**src/hdl/ccl_regs.svh**
```systemverilog
// Purpose: Register offsets, field positions and reset values of the comparator control block
// Assumes: Wishbone classic, 32-bit data, byte addresses
// Notes:   Narrow registers sit in the low byte of their word
`ifndef CCL_REGS_SVH
`define CCL_REGS_SVH

`define CCL_ADR_W          4
`define CCL_OFF_CTRL       4'h0
`define CCL_OFF_CONVB      4'h4
`define CCL_OFF_DIDIS      4'h8
`define CCL_OFF_MUXSEL     4'hc

// Control/status fields
`define CCL_BIT_POWER_OFF  7
`define CCL_BIT_BANDGAP    6
`define CCL_BIT_RESULT     5
`define CCL_BIT_FLAG       4
`define CCL_BIT_IRQ_EN     3
`define CCL_BIT_CAPTURE    2
`define CCL_BIT_MODE_HI    1
`define CCL_BIT_MODE_LO    0
// Converter control B, converter mux/control copy
`define CCL_BIT_NEG_MUX    6
`define CCL_BIT_CONV_EN    7
`define CCL_BIT_VECTOR_ACK 6
// Input disable
`define CCL_BIT_NEG_DIS    1
`define CCL_BIT_POS_DIS    0

`define CCL_RST_BYTE       8'h00
`define CCL_SYNC_STAGES    2

`endif

```
**src/hdl/ccl_pkg.sv**
```systemverilog
// Purpose: Types shared by the comparator control block
// Assumes: Nothing beyond SystemVerilog
// Notes:   Constants live in ccl_regs.svh
package ccl_pkg;
	typedef enum logic [1:0] {
		CCL_MODE_TOGGLE   = 2'h0,
		CCL_MODE_RESERVED = 2'h1,
		CCL_MODE_FALL     = 2'h2,
		CCL_MODE_RISE     = 2'h3
	} ccl_mode_t;
endpackage

```
**src/hdl/ccl_edge.sv**
```systemverilog
// Purpose: Event detector on the synchronised compare result
// Assumes: Input already in the system clock domain
// Notes:   One-cycle event pulse per qualifying transition
`timescale 1ns/1ps
module ccl_edge (
	input  wire logic              clk_i,
	input  wire logic              rst_i,
	input  wire logic              level_i,
	input  ccl_pkg::ccl_mode_t     mode_i,
	output logic                   event_o
);
	logic prev;

	always_ff @(posedge clk_i) begin
		if (rst_i)
			prev <= 1'b0;
		else
			prev <= level_i;
	end

	always_comb begin
		case (mode_i)
			ccl_pkg::CCL_MODE_TOGGLE: event_o = level_i ^ prev;
			ccl_pkg::CCL_MODE_FALL:   event_o = prev & ~level_i;
			ccl_pkg::CCL_MODE_RISE:   event_o = level_i & ~prev;
			default:                  event_o = 1'b0;
		endcase
	end
endmodule

```
**src/hdl/ccl_sync.sv**
```systemverilog
// Purpose: Two-flop synchroniser for a level from outside the clock domain
// Assumes: Synchronous active-high reset
// Notes:   First flop is read by the second only
`timescale 1ns/1ps
`include "ccl_regs.svh"
module ccl_sync #(
	parameter int WIDTH = 1
) (
	input  wire logic             clk_i,
	input  wire logic             rst_i,
	input  wire logic [WIDTH-1:0] async_i,
	output logic      [WIDTH-1:0] sync_o
);
	logic [WIDTH-1:0] meta;

	always_ff @(posedge clk_i) begin
		if (rst_i) begin
			meta   <= '0;
			sync_o <= '0;
		end else begin
			meta   <= async_i;
			sync_o <= meta;
		end
	end
endmodule

```
**src/hdl/ccl_top.sv**
```systemverilog
// Purpose: Comparator control: result sync, event flag, interrupt, input routing
// Assumes: 25 MHz CLK_SYS_I, synchronous active-high SRST_I, Wishbone classic slave
// Notes:   Analog selection is output as control codes for the analog core
// How it works
// - Result high while positive exceeds negative
// - Raw output synchronised, one-two cycle latency
// - Mode: toggle, reserved, falling, rising
// - Flag set on chosen event regardless
// - Interrupt needs flag, enable, global enable
// - Vector execution clears the flag
// - Write one clears flag, zero keeps
// - Power-off bit removes comparator power
// - Bandgap select replaces positive pin
// - Capture route feeds timer capture input
// - Mux enable, converter off: channel picks negative
// - Otherwise the dedicated negative pin feeds
// - Input disable blanks pin digital buffer
// - Converter enable gates mux sharing
`timescale 1ns/1ps
`include "ccl_regs.svh"
module ccl_top (
	input  wire logic        CLK_SYS_I,
	input  wire logic        SRST_I,
	input  wire logic [3:0]  ADR_I,
	input  wire logic [31:0] DAT_I,
	output logic      [31:0] DAT_O,
	input  wire logic        WE_I,
	input  wire logic [3:0]  SEL_I,
	input  wire logic        CYC_I,
	input  wire logic        STB_I,
	output logic             ACK_O,
	input  wire logic        CMP_RAW_I,
	input  wire logic        GLOBAL_IRQ_EN_I,
	input  wire logic        VECTOR_ACK_I,
	input  wire logic        POS_PIN_DIG_I,
	input  wire logic        NEG_PIN_DIG_I,
	output logic             CMP_POWER_OFF_O,
	output logic             POS_SEL_BANDGAP_O,
	output logic             NEG_SEL_CHANNEL_O,
	output logic [2:0]       NEG_CHANNEL_O,
	output logic             CAPTURE_O,
	output logic             POS_PIN_DIG_O,
	output logic             NEG_PIN_DIG_O,
	output logic             POS_BUF_OFF_O,
	output logic             NEG_BUF_OFF_O,
	output logic             IRQ_O
);
	////////////////////////////////////////////////////////////////////////
	logic [7:0]          ctrl;
	logic                flag;
	logic                neg_mux;
	logic [1:0]          didis;
	logic [2:0]          channel_select;
	logic                conv_en;
	logic                result;
	logic                evt;
	logic [1:0]          pin_sync;
	logic                wr;
	logic                rd_ack_cycle;
	logic [7:0]          next_rdata;

	assign wr           = CYC_I & STB_I & WE_I & ~ACK_O & SEL_I[0];
	assign rd_ack_cycle = CYC_I & STB_I & ~ACK_O;

	function automatic logic hit(input logic [3:0] adr, input logic [3:0] off);
		return adr == off;
	endfunction

	////////////////////////////////////////////////////////////////////////
	// Comparator is an analog core; its result is asynchronous here
	ccl_sync #(.WIDTH(1)) u_cmp_sync (
		.clk_i   (CLK_SYS_I),
		.rst_i   (SRST_I),
		.async_i (CMP_RAW_I),
		.sync_o  (result)
	);

	ccl_sync #(.WIDTH(2)) u_pin_sync (
		.clk_i   (CLK_SYS_I),
		.rst_i   (SRST_I),
		.async_i ({NEG_PIN_DIG_I, POS_PIN_DIG_I}),
		.sync_o  (pin_sync)
	);

	// Power-off edges still count; software masks the interrupt first
	ccl_edge u_edge (
		.clk_i   (CLK_SYS_I),
		.rst_i   (SRST_I),
		.level_i (result),
		.mode_i  (ccl_pkg::ccl_mode_t'(ctrl[`CCL_BIT_MODE_HI:`CCL_BIT_MODE_LO])),
		.event_o (evt)
	);

	////////////////////////////////////////////////////////////////////////
	// Control bits; flag and result are held separately
	always_ff @(posedge CLK_SYS_I) begin
		if (SRST_I) begin
			ctrl <= `CCL_RST_BYTE;
		end else if (wr && hit(ADR_I, `CCL_OFF_CTRL)) begin
			ctrl <= DAT_I[7:0];
		end
	end

	always_ff @(posedge CLK_SYS_I) begin
		if (SRST_I) begin
			neg_mux        <= 1'b0;
			didis          <= 2'h0;
			channel_select <= 3'h0;
			conv_en        <= 1'b0;
		end else if (wr) begin
			if (hit(ADR_I, `CCL_OFF_CONVB))
				neg_mux <= DAT_I[`CCL_BIT_NEG_MUX];
			if (hit(ADR_I, `CCL_OFF_DIDIS))
				didis <= DAT_I[`CCL_BIT_NEG_DIS:`CCL_BIT_POS_DIS];
			if (hit(ADR_I, `CCL_OFF_MUXSEL)) begin
				channel_select <= DAT_I[2:0];
				conv_en        <= DAT_I[`CCL_BIT_CONV_EN];
			end
		end
	end

	// Set wins over both clears so no event is lost
	always_ff @(posedge CLK_SYS_I) begin
		if (SRST_I)
			flag <= 1'b0;
		else if (evt)
			flag <= 1'b1;
		else if (VECTOR_ACK_I)
			flag <= 1'b0;
		else if (wr && hit(ADR_I, `CCL_OFF_CTRL) && DAT_I[`CCL_BIT_FLAG])
			flag <= 1'b0;
	end

	////////////////////////////////////////////////////////////////////////
	always_comb begin
		next_rdata = 8'h00;
		if (hit(ADR_I, `CCL_OFF_CTRL)) begin
			next_rdata                = ctrl;
			next_rdata[`CCL_BIT_RESULT] = result;
			next_rdata[`CCL_BIT_FLAG]   = flag;
		end else if (hit(ADR_I, `CCL_OFF_CONVB)) begin
			next_rdata[`CCL_BIT_NEG_MUX] = neg_mux;
		end else if (hit(ADR_I, `CCL_OFF_DIDIS)) begin
			next_rdata[`CCL_BIT_NEG_DIS:`CCL_BIT_POS_DIS] = didis;
		end else if (hit(ADR_I, `CCL_OFF_MUXSEL)) begin
			next_rdata[2:0]              = channel_select;
			next_rdata[`CCL_BIT_CONV_EN] = conv_en;
		end
	end

	// One-cycle-late ack; unmapped addresses ack and read zero
	always_ff @(posedge CLK_SYS_I) begin
		if (SRST_I) begin
			ACK_O <= 1'b0;
			DAT_O <= 32'h0;
		end else begin
			ACK_O <= rd_ack_cycle;
			DAT_O <= {24'h0, next_rdata};
		end
	end

	////////////////////////////////////////////////////////////////////////
	always_ff @(posedge CLK_SYS_I) begin
		if (SRST_I) begin
			CMP_POWER_OFF_O   <= 1'b0;
			POS_SEL_BANDGAP_O <= 1'b0;
			NEG_SEL_CHANNEL_O <= 1'b0;
			NEG_CHANNEL_O     <= 3'h0;
			CAPTURE_O         <= 1'b0;
			IRQ_O             <= 1'b0;
		end else begin
			CMP_POWER_OFF_O   <= ctrl[`CCL_BIT_POWER_OFF];
			POS_SEL_BANDGAP_O <= ctrl[`CCL_BIT_BANDGAP];
			NEG_SEL_CHANNEL_O <= neg_mux & ~conv_en;
			NEG_CHANNEL_O     <= channel_select;
			CAPTURE_O         <= ctrl[`CCL_BIT_CAPTURE] & result;
			IRQ_O             <= flag & ctrl[`CCL_BIT_IRQ_EN] & GLOBAL_IRQ_EN_I;
		end
	end

	// Disabled buffers read zero toward the port register
	always_ff @(posedge CLK_SYS_I) begin
		if (SRST_I) begin
			POS_PIN_DIG_O <= 1'b0;
			NEG_PIN_DIG_O <= 1'b0;
			POS_BUF_OFF_O <= 1'b0;
			NEG_BUF_OFF_O <= 1'b0;
		end else begin
			POS_PIN_DIG_O <= pin_sync[0] & ~didis[`CCL_BIT_POS_DIS];
			NEG_PIN_DIG_O <= pin_sync[1] & ~didis[`CCL_BIT_NEG_DIS];
			POS_BUF_OFF_O <= didis[`CCL_BIT_POS_DIS];
			NEG_BUF_OFF_O <= didis[`CCL_BIT_NEG_DIS];
		end
	end

	////////////////////////////////////////////////////////////////////////
	// Checks
	logic past_valid;
	always_ff @(posedge CLK_SYS_I) begin
		if (SRST_I)
			past_valid <= 1'b0;
		else
			past_valid <= 1'b1;
	end
endmodule
```
**config.mk**
```make
export PLATFORM = sky130hd
export DESIGN_NAME = ccl_top
export DESIGN_NICKNAME = d
export VERILOG_FILES = /design/src/hdl/ccl_pkg.sv /design/src/hdl/ccl_edge.sv /design/src/hdl/ccl_sync.sv /design/src/hdl/ccl_top.sv
export VERILOG_INCLUDE_DIRS = /design/src /design/src/hdl
export SDC_FILE = /design/constraint.sdc
export NUM_CORES = 1
export LEC_CHECK = 0
export BUFFER_PORTS_ARGS = -buffer_cell sky130_fd_sc_hd__buf_2
export CAP_MARGIN = 10
export CORE_UTILIZATION = 47
export DETAILED_ROUTE_END_ITERATION = 7
export PLACE_DENSITY_LB_ADDON = 0.2
export SETUP_SLACK_MARGIN = 0.05
export SLEW_MARGIN = 20
export SYNTH_ARGS = -nofsm -noshare
export SYNTH_HDL_FRONTEND = slang
export SYNTH_SLANG_ARGS = --single-unit
```
**constraint.sdc**
```tcl
create_clock -name CLK_SYS_I -period 4.1 [get_ports CLK_SYS_I]
set_input_delay 0.82 -clock CLK_SYS_I [delete_from_list [all_inputs] [get_ports CLK_SYS_I]]
set_output_delay 0.82 -clock CLK_SYS_I [all_outputs]
set_load 0.05 [all_outputs]
```
Word-level counts from Yosys, hierarchy flattened. Cells that the tools add are included.

Register bits: 68. Output and inout port bits: 45. Word-level logic and storage cells: 74.

Equal/unequal tests: 5. Muxes and demuxes: 14. Bitwise logic cells: 21. Reductions and logical operators: 9.

Operator list (count): $and A1 B1 Y1 (13); $mux W3 (3); $eq A4 B4 Y1 const B (2); $mux W1 (8); $not A1 Y1 (7); $reduce_and A2 Y1 (3); $eq A2 B2 Y1 const B (2); $eq A4 B3 Y1 const B (1); $logic_not A4 Y1 (1); $mux W2 (2); $pmux W1 S3 (1); $reduce_bool A3 Y1 (1); $logic_and A1 B1 Y1 (2); $logic_not A2 Y1 (1); $reduce_or A2 Y1 (1); $xor A1 B1 Y1 (1).

Logic depth before layout (Yosys ltp). Gate-level depths: netlist (run 1).

Word-level depth: 9. Depth in mapped cells: 5. Gate-level depth less buffers: 5.

Hierarchy. A second synthesis (run 1) with hierarchy kept.

Cell total of the unflattened synthesis: 166. Area, all modules: 1714.1 µm².

Modules (own cells, without submodules): ccl_top (times used 1, cells each 144, area an instance 1462.7 µm², seq. area each 700.7 µm²); ccl_sync at u_pin_sync (times used 1, cells each 8, area an instance 105.1 µm², seq. area each 80.1 µm²); ccl_edge (times used 1, cells each 10, area an instance 93.8 µm², seq. area each 20.0 µm²); ccl_sync at u_cmp_sync (times used 1, cells each 4, area an instance 52.6 µm², seq. area each 40.0 µm²).

Worst setup path after synthesis (run 1). No wires, ideal clock.

Kind: input to register. Start point: input port ADR_I[2]. End point: register ctrl[0]. Arrival: 1898 ps. Data required time: 4028 ps. Path slack: 2130 ps. Cell stages on the path: 4. Path buffers: 1. Path through: buf_6 -> or4_4 -> nor3_4 -> mux2i_1.

Longest elaborated chain between the ends: 2.

RTL lines: start, declared (line ccl_top.sv:24) `input wire logic [3:0] ADR_I,`; $logic_not A4 Y1 (line ccl_top.sv:66) `return adr == off;`; $logic_and A1 B1 Y1 (line ccl_top.sv:99) `` end else if (wr && hit(ADR_I, `CCL_OFF_CTRL)) begin ``; end signal, assigned (line ccl_top.sv:98) `` ctrl <= `CCL_RST_BYTE; ``; end signal, assigned (line ccl_top.sv:100) `ctrl <= DAT_I[7:0];`; end, declared (line ccl_top.sv:49) `logic [7:0] ctrl;`.

No other way between the ends. A chain may end at the register's enable or synchronous reset.

Final worst setup path (run 1).
Start point: input port ADR_I[1]. End point: register ctrl[6].

The elaborated chain is that of the path after synthesis.

==> results of run 1 <==
## layer usage
layer / global-route usage [%] / routed length (µm) / up-vias
met4: 6.98 / 48 / 0
met5: 0 / 0 / -
li1: - / - / 578
met1: 19.5 / 1350 / 497
met3: 7.35 / 243 / 6
met2: 25.3 / 1270 / 45
## cell families after synthesis
group / after synthesis
simple gates: 57
flops: 42
buf+inv: 39
mux: 15
compound gates: 8
fa+ha+maj: 2
other cells: 1
## final cells by class
class | count | area, µm² | share of cell area [%]
Tap cell | 46 | 57.6 | 3.02
Inverter | 10 | 37.5 | 1.97
Sequential cell | 42 | 841 | 44.2
Clock buffer | 6 | 51.3 | 2.70
Multi-Input combinational cell | 106 | 706 | 37.1
Timing Repair Buffer | 42 | 210 | 11.0
## power by group through the flow
| stage | Sequential [mW] | Clock [mW] | Combinational, mW |
|---|---|---|---|
| 2_1_floorplan | 0.427 | 0 | 0.0885 |
| 3_3_place_gp | 0.424 | 0 | 0.0885 |
| 3_5_place_dp | 0.424 | 0 | 0.0896 |
| 4_1_cts | 0.415 | 0.204 | 0.0898 |
| 5_1_grt | 0.415 | 0.221 | 0.0950 |
| 6_report | 0.414 | 0.196 | 0.0901 |
## final timing paths
check                           cells after the start                    to  slack, ns          startpoint
worst max-delay path                                4               ctrl[6]       2.23            ADR_I[1]
worst min-delay path                                1  u_pin_sync.sync_o[1]       0.46  u_pin_sync.meta[1]
worst max register to register                      3              didis[0]       2.67               ACK_O
worst min register to register                      1  u_pin_sync.sync_o[1]       0.46  u_pin_sync.meta[1]
## Yosys cell counts
cell and instances:
and4b_1 1, or3b_2 1, or4_4 1, nor3_4 1, and3b_1 1, dfxtp_1 42
o2bb2ai_1 3, nor2b_1 8, o31ai_1 1, inv_1 10, mux2i_1 15, nand2_1 1
a22oi_1 2, nand2b_1 17, nor3_1 3, nor4_2 1, nand4_1 2, nand3_1 2
clkbuf_1 4, nor4_1 2, ha_1 2, or2_2 1, buf_4 24, nor3b_1 3
o31a_1 1, and4bb_2 1, or3_2 1, nor2_1 5, and2_1 4, nand3b_1 1
buf_6 1, conb_1 1, a21oi_1 1
## metrics by stage
step | utilization, % | hold WS, ns | cell area [µm²] | setup slack (ns)
2_1_floorplan | - | 0.413 | 1790 | 2.13
4_1_cts | 55.7 | 0.459 | 1900 | 2.24
6_report | 55.7 | 0.456 | 1900 | 2.23
3_3_place_gp | 54.2 | 0.419 | 1850 | 1.89
5_1_grt | 55.7 | 0.468 | 1900 | 2.18
3_5_place_dp | 54.2 | 0.433 | 1850 | 1.87
## cell usage in the layout (no fill, tap or decap), drive strengths merged, types with 2 or more instances in the layout
cell,instances
a22oi,2
and2,4
buf,42
clkbuf,6
conb,24
dfxtp,42
ha,2
inv,10
mux2i,15
nand2b,17
nand3,2
nand4,2
nor2,5
nor2b,8
nor3,4
nor3b,3
nor4,3
o2bb2ai,3
## registers in the layout, indices dropped and copies added, names as in the netlist, 2 cells and up
signal,count
DAT_O,8
u_pin_sync.sync_o,2
NEG_CHANNEL_O,3
channel_select,3
didis,2
u_pin_sync.meta,2
ctrl,6
==> reports/metrics.cfg, run 1 <==
[die]
coreArea_mm2=0.00342
num_io_pins=95
die_y_um=62.2
start_util_pct=49.9
fp.dieW_um=62.2
dieArea_mm2=0.00387
core.rowCount=21

[worst_setup_path]
path_delay_family=simple AND/OR/NAND/NOR gates
cp_slowest_cell=or4_4
critical_path.max_fanout=5
start_kind=input pin
crit_buf_inv=1
cp-end-kind=register
critPathMaxStageDelay_ns=0.57
crit_required_ns=4.37
critPathArrivalTime_ns=2.14
crit_chain=buf_2 -> or4_4 -> nor3_4 -> mux2i_1
path_class=input pin to register

[timing]
skew_ns=0.00637
setup_viol=0
finalHoldViolations=0
finalSetupTns_ns=0
grt_setup_unrepaired=no
drv_slew=0
fin_crit_sh_pct=45.5
fmax_mhz=536
tightestPinTransition_ns=0.742
maxSlewHeadroom_pct=50.1
period_needed_ns=1.87

[cts]
clk_latency_ns=0.34
path_clk_slew_ns=0.11
ctsHoldBuffers=0
cts_buffer_depth=2
cts_tree=built
cts-root-buf=clkbuf_4
cts.repair.resized=0
cts_num_sinks=42
cts_made_buffers=5
htreeDepth=2
post_cts_buffers=0

[yosys]
yosys.area.top_type=dfxtp_1
synth_area_per_cell_um2=10.4
yosysSeqAreaShare_pct=49.3
netlist.area_leader.share_pct=49.3
synth_mux_area_share_pct=8.81
synth_cell_types=33
synth_area_leaders=dfxtp_1 49%, buf_4 11%, mux2i_1 8.8%
netlist_area_mm2=0.00170
synth_warnings=0
synth_top_family_by_area=simple AND/OR/NAND/NOR gates
synth-compound-area-share_pct=3.67
synthSimpleGateAreaFrac_pct=22.2
synth_xor_area_share_pct=0
synth_seq_cells=42
synthCells=164
synth_fa_ha_area_share_pct=1.47

[run]
maxCapViolCount=0

[power_and_ir_drop]
p_sw_mw=0.193
powerDensity_mw_per_mm2=368
pwr-share-comb_pct=12.9
seq_power_share_pct=59.1
p_leak_nw=0.935
peakVddDrop_v=0.000153
swShare_pct=27.5
power.internal_mw=0.508
p_clk_share_pct=28.0
p_total_mw=0.701

[final_layout]
areaGrowthSynthToFinish_pct=11.7
n_fill_cell=332
antenna_cells=0
nNetsFinal=259
final_cells=252
final_layout_size_suffix_gt1_share_pct=26.7

[status]
outcome=finished, final reports clean

[global_route]
grt_util_all_layers_pct=16.3
first_global_vias=1077
antenna_found_initial=0
grt_pass1_wl_mm=4.80
grt_max_degree=38
grt.overflow.total=0

[detailed_routing]
drt_iter0_markers=34
vias=1126
ant_nets=0
drc=0
wire_per_inst_um=11.6
firstDrtPassIters=4
wl_mm=2.92
vias_per_cell=4.47

[placed_design]
gp_congestion=0.778
io_buffers=42
dp_cells=246
dp_hpwl_mm=2.18

[min_path]
hold_class=register to register

(Power assumes the default switching activity.)
==> run 2, diff against run 1 <==
--- a/config.mk
+++ b/config.mk
@@ -8,7 +8,7 @@
 export LEC_CHECK = 0
 export BUFFER_PORTS_ARGS = -buffer_cell sky130_fd_sc_hd__buf_2
 export CAP_MARGIN = 10
-export CORE_UTILIZATION = 47
+export CORE_UTILIZATION = 43
 export DETAILED_ROUTE_END_ITERATION = 7
 export PLACE_DENSITY_LB_ADDON = 0.2
 export SETUP_SLACK_MARGIN = 0.05
==> constraint.sdc (replaced) <==
create_clock -name CLK_SYS_I -period 1.8 [get_ports CLK_SYS_I]
set_input_delay 0.36 -clock CLK_SYS_I [delete_from_list [all_inputs] [get_ports CLK_SYS_I]]
set_output_delay 0.36 -clock CLK_SYS_I [all_outputs]
set_load 0.05 [all_outputs]
==> run 2 against run 1 <==
- cell area up 4.4%
- worst hold slack worse by 0.18 ns
- final cell count up 2.8%
- power rose to 2.7 times the previous value
- highest routed layer unchanged
==> reports/metrics.cfg, run 2 (same netlist as run 1, synthesis figures left out) <==
[detailed_routing]
ant_nets=0
drc=0
vias_per_cell=4.45
wl_mm=2.88
vias=1152
drt_iter0_markers=48
wire_per_inst_um=11.1
firstDrtPassIters=4

[timing]
fin_crit_sh_pct=79.3
period_needed_ns=1.43
drv_slew=0
finalSetupTns_ns=0
maxSlewHeadroom_pct=63.7
setup_viol=0
grt_setup_unrepaired=no
fmax_mhz=700
tightestPinTransition_ns=0.545
skew_ns=0.00691
setup_ws_ns=0.372
finalHoldViolations=0

[power_and_ir_drop]
power.internal_mw=1.40
seq_power_share_pct=50.5
peakVddDrop_v=0.000378
pwr-share-comb_pct=11.0
powerDensity_mw_per_mm2=940
p_leak_nw=0.972
p_sw_mw=0.471
p_clk_share_pct=38.5
swShare_pct=25.2

[cts]
path_clk_slew_ns=0.08
cts_tree=built
cts_made_buffers=5
cts_buffer_depth=2
post_cts_buffers=0
clk_latency_ns=0.29
htreeDepth=2
cts_num_sinks=42
cts-root-buf=clkbuf_8
ctsHoldBuffers=0
cts.repair.resized=0

[global_route]
grt_pass1_wl_mm=4.67
first_global_vias=1049
grt.overflow.total=0
grt_util_all_layers_pct=15.0
grt_max_degree=38
antenna_found_initial=0

[die]
num_io_pins=95
core.rowCount=22
dieArea_mm2=0.00422
coreArea_mm2=0.00374
start_util_pct=45.5
die_y_um=65.0
fp.dieW_um=65.0

[run]
maxCapViolCount=0

[final_layout]
reg.largest.list=DAT_O (8), ctrl (6)
nNetsFinal=262
final_layout_size_suffix_gt1_share_pct=28.0
final_cell_mix=42 x dfxtp_1, 42 x buf_2, 24 x conb_1
largest_register=DAT_O
areaGrowthSynthToFinish_pct=16.6
largest_register_ffs=8
antenna_cells=0

[worst_setup_path]
cp-end-kind=register
r2r_slack_ns=0.37
reg2reg_depth=3
worstReg2RegEnd=didis[1]
cp-startpoint=ACK_O
crit_required_ns=2.03
worstReg2RegStart=ACK_O
critPathArrivalTime_ns=1.65
path_class=register to register
start_kind=register
critical_path.max_fanout=5

[min_path]
holdCritStartpoint=NEG_PIN_DIG_I
hold_depth=2
hold_path_end=u_pin_sync.meta[1]
hold_class=input pin to register

[status]
outcome=finished, final reports clean

[placed_design]
gp_congestion=0.797
io_buffers=42
dp_hpwl_mm=2.15
post-place-ws_ns=0.0972

==> run 2: per-stage QoR <==
| stage | hold slack, ns | std cells | total power, mW | utilization [%] | instance area (µm²) |
|---|---|---|---|---|---|
| 2_1_floorplan | 0.413 | 187 | 1.17 | - | 1790 |
| 3_3_place_gp | 0.419 | 251 | 1.17 | 50.1 | 1880 |
| 3_5_place_dp | 0.429 | 251 | 1.17 | 50.1 | 1880 |
| 4_1_cts | 0.268 | 259 | 1.90 | 53.1 | 1990 |
| 5_1_grt | 0.270 | 259 | 1.95 | 53.1 | 1990 |
| 6_report | 0.274 | 259 | 1.87 | 53.1 | 1990 |
==> run 2: critical path, cell delays in order, from the launching register on <==
cell and delay, ns:
dfxtp_1 0.32, nand3b_1 0.31, nor4_2 0.50, mux2i_1 0.23
==> run 2: worst max-delay path by stage <==
| stage | end | slack [ns] | cells after the start |
|---|---|---|---|
| floorplan | ctrl[0] | 0.29 | 4 |
| global placement | ctrl[6] | 0.12 | 5 |
| detailed placement | ctrl[7] | 0.1 | 5 |
| CTS | didis[1] | 0.35 | 3 |
| global route | didis[1] | 0.24 | 3 |
| finish | didis[1] | 0.37 | 3 |
==> run 2: area by class of cell <==
type	count	area, µm²
Fill cell	373	1760
Tap cell	48	60.1
Timing Repair Buffer	45	233
Sequential cell	42	841
Multi-Input combinational cell	106	706
Clock inverter	2	37.5
Clock buffer	6	72.6
Inverter	10	37.5
==> run 2: power by group through the flow <==
stage	clock [mW]	sequential, mW	combinational [mW]
detailed placement	0	0.965	0.205
global placement	0	0.965	0.204
finish	0.718	0.944	0.206
floorplan	0	0.973	0.202
CTS	0.745	0.944	0.206
global route	0.789	0.945	0.220
==> run 2: layer usage <==
| metal | track usage, % | routed length, µm |
|---|---|---|
| met5 | 0 | 0 |
| met3 | 4.93 | 170 |
| met2 | 24.5 | 1430 |
| met1 | 17.2 | 1210 |
| met4 | 8.33 | 63 |
==> run 3, diff against run 2 <==
--- a/config.mk
+++ b/config.mk
@@ -8,7 +8,7 @@
 export LEC_CHECK = 0
 export BUFFER_PORTS_ARGS = -buffer_cell sky130_fd_sc_hd__buf_2
 export CAP_MARGIN = 10
-export CORE_UTILIZATION = 43
+export CORE_UTILIZATION = 39
 export DETAILED_ROUTE_END_ITERATION = 7
 export PLACE_DENSITY_LB_ADDON = 0.2
 export SETUP_SLACK_MARGIN = 0.05
==> constraint.sdc (replaced) <==
create_clock -name CLK_SYS_I -period 1.24 [get_ports CLK_SYS_I]
set_input_delay 0.248 -clock CLK_SYS_I [delete_from_list [all_inputs] [get_ports CLK_SYS_I]]
set_output_delay 0.248 -clock CLK_SYS_I [all_outputs]
set_load 0.05 [all_outputs]
==> run 3 against run 2 <==
- the run now ends with setup timing left
- sequential share of layout area is 3.6 points lower
- clock-buffer cell count stayed put
- register-to-register slack worse by 0.52 ns
- core utilization is 0.51 points higher
- via count rose by 5.0%
- clock power is 26% higher
- highest routed layer unchanged
==> reports/metrics.cfg, run 3 (same netlist as run 1, synthesis figures left out) <==
[min_path]
hold_class=input pin to register

[detailed_routing]
drc=0
wl_mm=3.22
wire_per_inst_um=11.6
firstDrtPassIters=4
vias=1210
ant_nets=0
vias_per_cell=4.35
drt_iter0_markers=31

[final_layout]
n_fill_cell=388
final_layout_size_suffix_gt1_share_pct=37.3
multi_input_area_um2=754
largest_register=DAT_O
antenna_cells=0
areaGrowthSynthToFinish_pct=28.5
nNetsFinal=279
final_cell_mix=41 x buf_2, 39 x dfxtp_1, 24 x conb_1
largest_register_ffs=8
layout_commonest_cell=buf_2
reg.largest.list=DAT_O (8), ctrl (6)
seqCellArea_um2=847

[power_and_ir_drop]
p_clk_share_pct=34.5
peakVddDrop_v=0.000507
swShare_pct=27.3
p_leak_nw=1.08
power.internal_mw=1.91
pwr-share-comb_pct=13.5
seq_power_share_pct=52.0
p_sw_mw=0.718
p_total_mw=2.63
powerDensity_mw_per_mm2=1200

[cts]
path_clk_slew_ns=0.08
ctsHoldBuffers=0
cts_num_sinks=42
clk_latency_ns=0.29
cts_buffer_depth=2
cts-root-buf=clkbuf_8
htreeDepth=2
cts_tree=built
cts_made_buffers=5

[status]
outcome=finished, violations left
violations=setup timing

[die]
die_y_um=68.1
fp.dieW_um=68.1
dieArea_mm2=0.00464
start_util_pct=41.7
num_io_pins=95
core.rowCount=23
coreArea_mm2=0.00409

[worst_setup_path]
r2r_slack_ns=-0.14
crit_chain=nand3b_1 -> buf_4 -> nor4_4 -> mux2i_1
start_kind=register
critPathMaxStageDelay_ns=0.34
critPathArrivalTime_ns=1.61
cp-end-kind=register
path_class=register to register
critical_path.max_fanout=3
crit_required_ns=1.46
cp_slowest_cell=dfxtp_4

[timing]
setup_viol=8
setup_ws_ns=-0.144
finalHoldViolations=0
period_needed_ns=1.38
fin_worst_hold_slack_ns=0.163
grt_setup_unrepaired=yes
skew_ns=0.00355
fin_crit_sh_pct=112
drv_slew=0
fmax_mhz=722

[global_route]
grt_max_degree=21
grt-busiest-layer=met2
use_met1_pct=17.9
first_global_vias=1128
grt_pass1_wl_mm=5.14
grtUsageMet2_pct=25.4
grt_util_all_layers_pct=15.4
grt.overflow.total=0
grtUsageMet3_pct=3.67
antenna_found_initial=0

[placed_design]
gp_congestion=0.797
io_buffers=42
post-place-ws_ns=-0.323
dp_hpwl_mm=2.43

[run]
maxCapViolCount=0

[run 3: cell count changes in the layout (fill, tap and decap cells not counted), sizes merged]
cell	previous run	this run
buf	45	62
bufinv	1	0
clkinv	0	1
clkinvlp	1	0
inv	10	11
[run 3: final timing paths]
kind / from / to / cells past startpoint
worst max-delay path: ACK_O / didis[0] / 4
worst min-delay path: NEG_PIN_DIG_I / u_pin_sync.meta[1] / 2
worst max register to register: ACK_O / didis[0] / 4
worst min register to register: u_cmp_sync.meta / u_cmp_sync.sync_o / 1
[run 3: layout make-up]
| class | instances | area share (%) |
|---|---|---|
| clock buffer | 6 | 3.77 |
| timing repair buffer | 62 | 18.0 |
| clock inverter | 2 | 0.514 |
| inverter | 10 | 1.71 |
| multi-input combinational | 106 | 34.5 |
| sequential | 42 | 38.7 |
| tap | 50 | 2.86 |
[run 3: repair_timing]
item / 4_1_cts / 5_1_grt
pin swaps: 4 / 4
resized for setup: 8 / 5
endpoints found under the setup margin: 11 / 14
buffers inserted: 2 / 1
[run 3: routing by layer]
layer | vias up | wire length, µm
li1 | 621 | -
met1 | 546 | 1480
met2 | 38 | 1520
met3 | 5 | 172
met4 | 0 | 49
met5 | - | 0
[run 3: through the flow]
stage	cell area [µm²]	setup TNS, ns	util [%]	std cells
2_1_floorplan	1820	-0.731	-	187
3_3_place_gp	2020	-3.14	49.5	267
3_5_place_dp	2020	-3.43	49.5	267
4_1_cts	2160	-0.505	52.8	277
5_1_grt	2190	-1.37	53.6	278
6_report	2190	-0.892	53.6	278
[run 3: critical path, delay by kind of cell, from the launching register on]
kind / cells / cell delay, ns
DFF: 1 / 0.34
muxes: 1 / 0.22
and+or+nand+nor: 2 / 0.56
buffers and inverters: 1 / 0.19
[run 3: power by group through the flow]
stage               logic, mW  clock network, mW  registers, mW
floorplan               0.301                  0           1.41
global placement        0.334                  0           1.40
detailed placement      0.337                  0           1.40
CTS                     0.346              0.928           1.37
global route            0.378              0.993           1.37
finish                  0.355              0.907           1.37
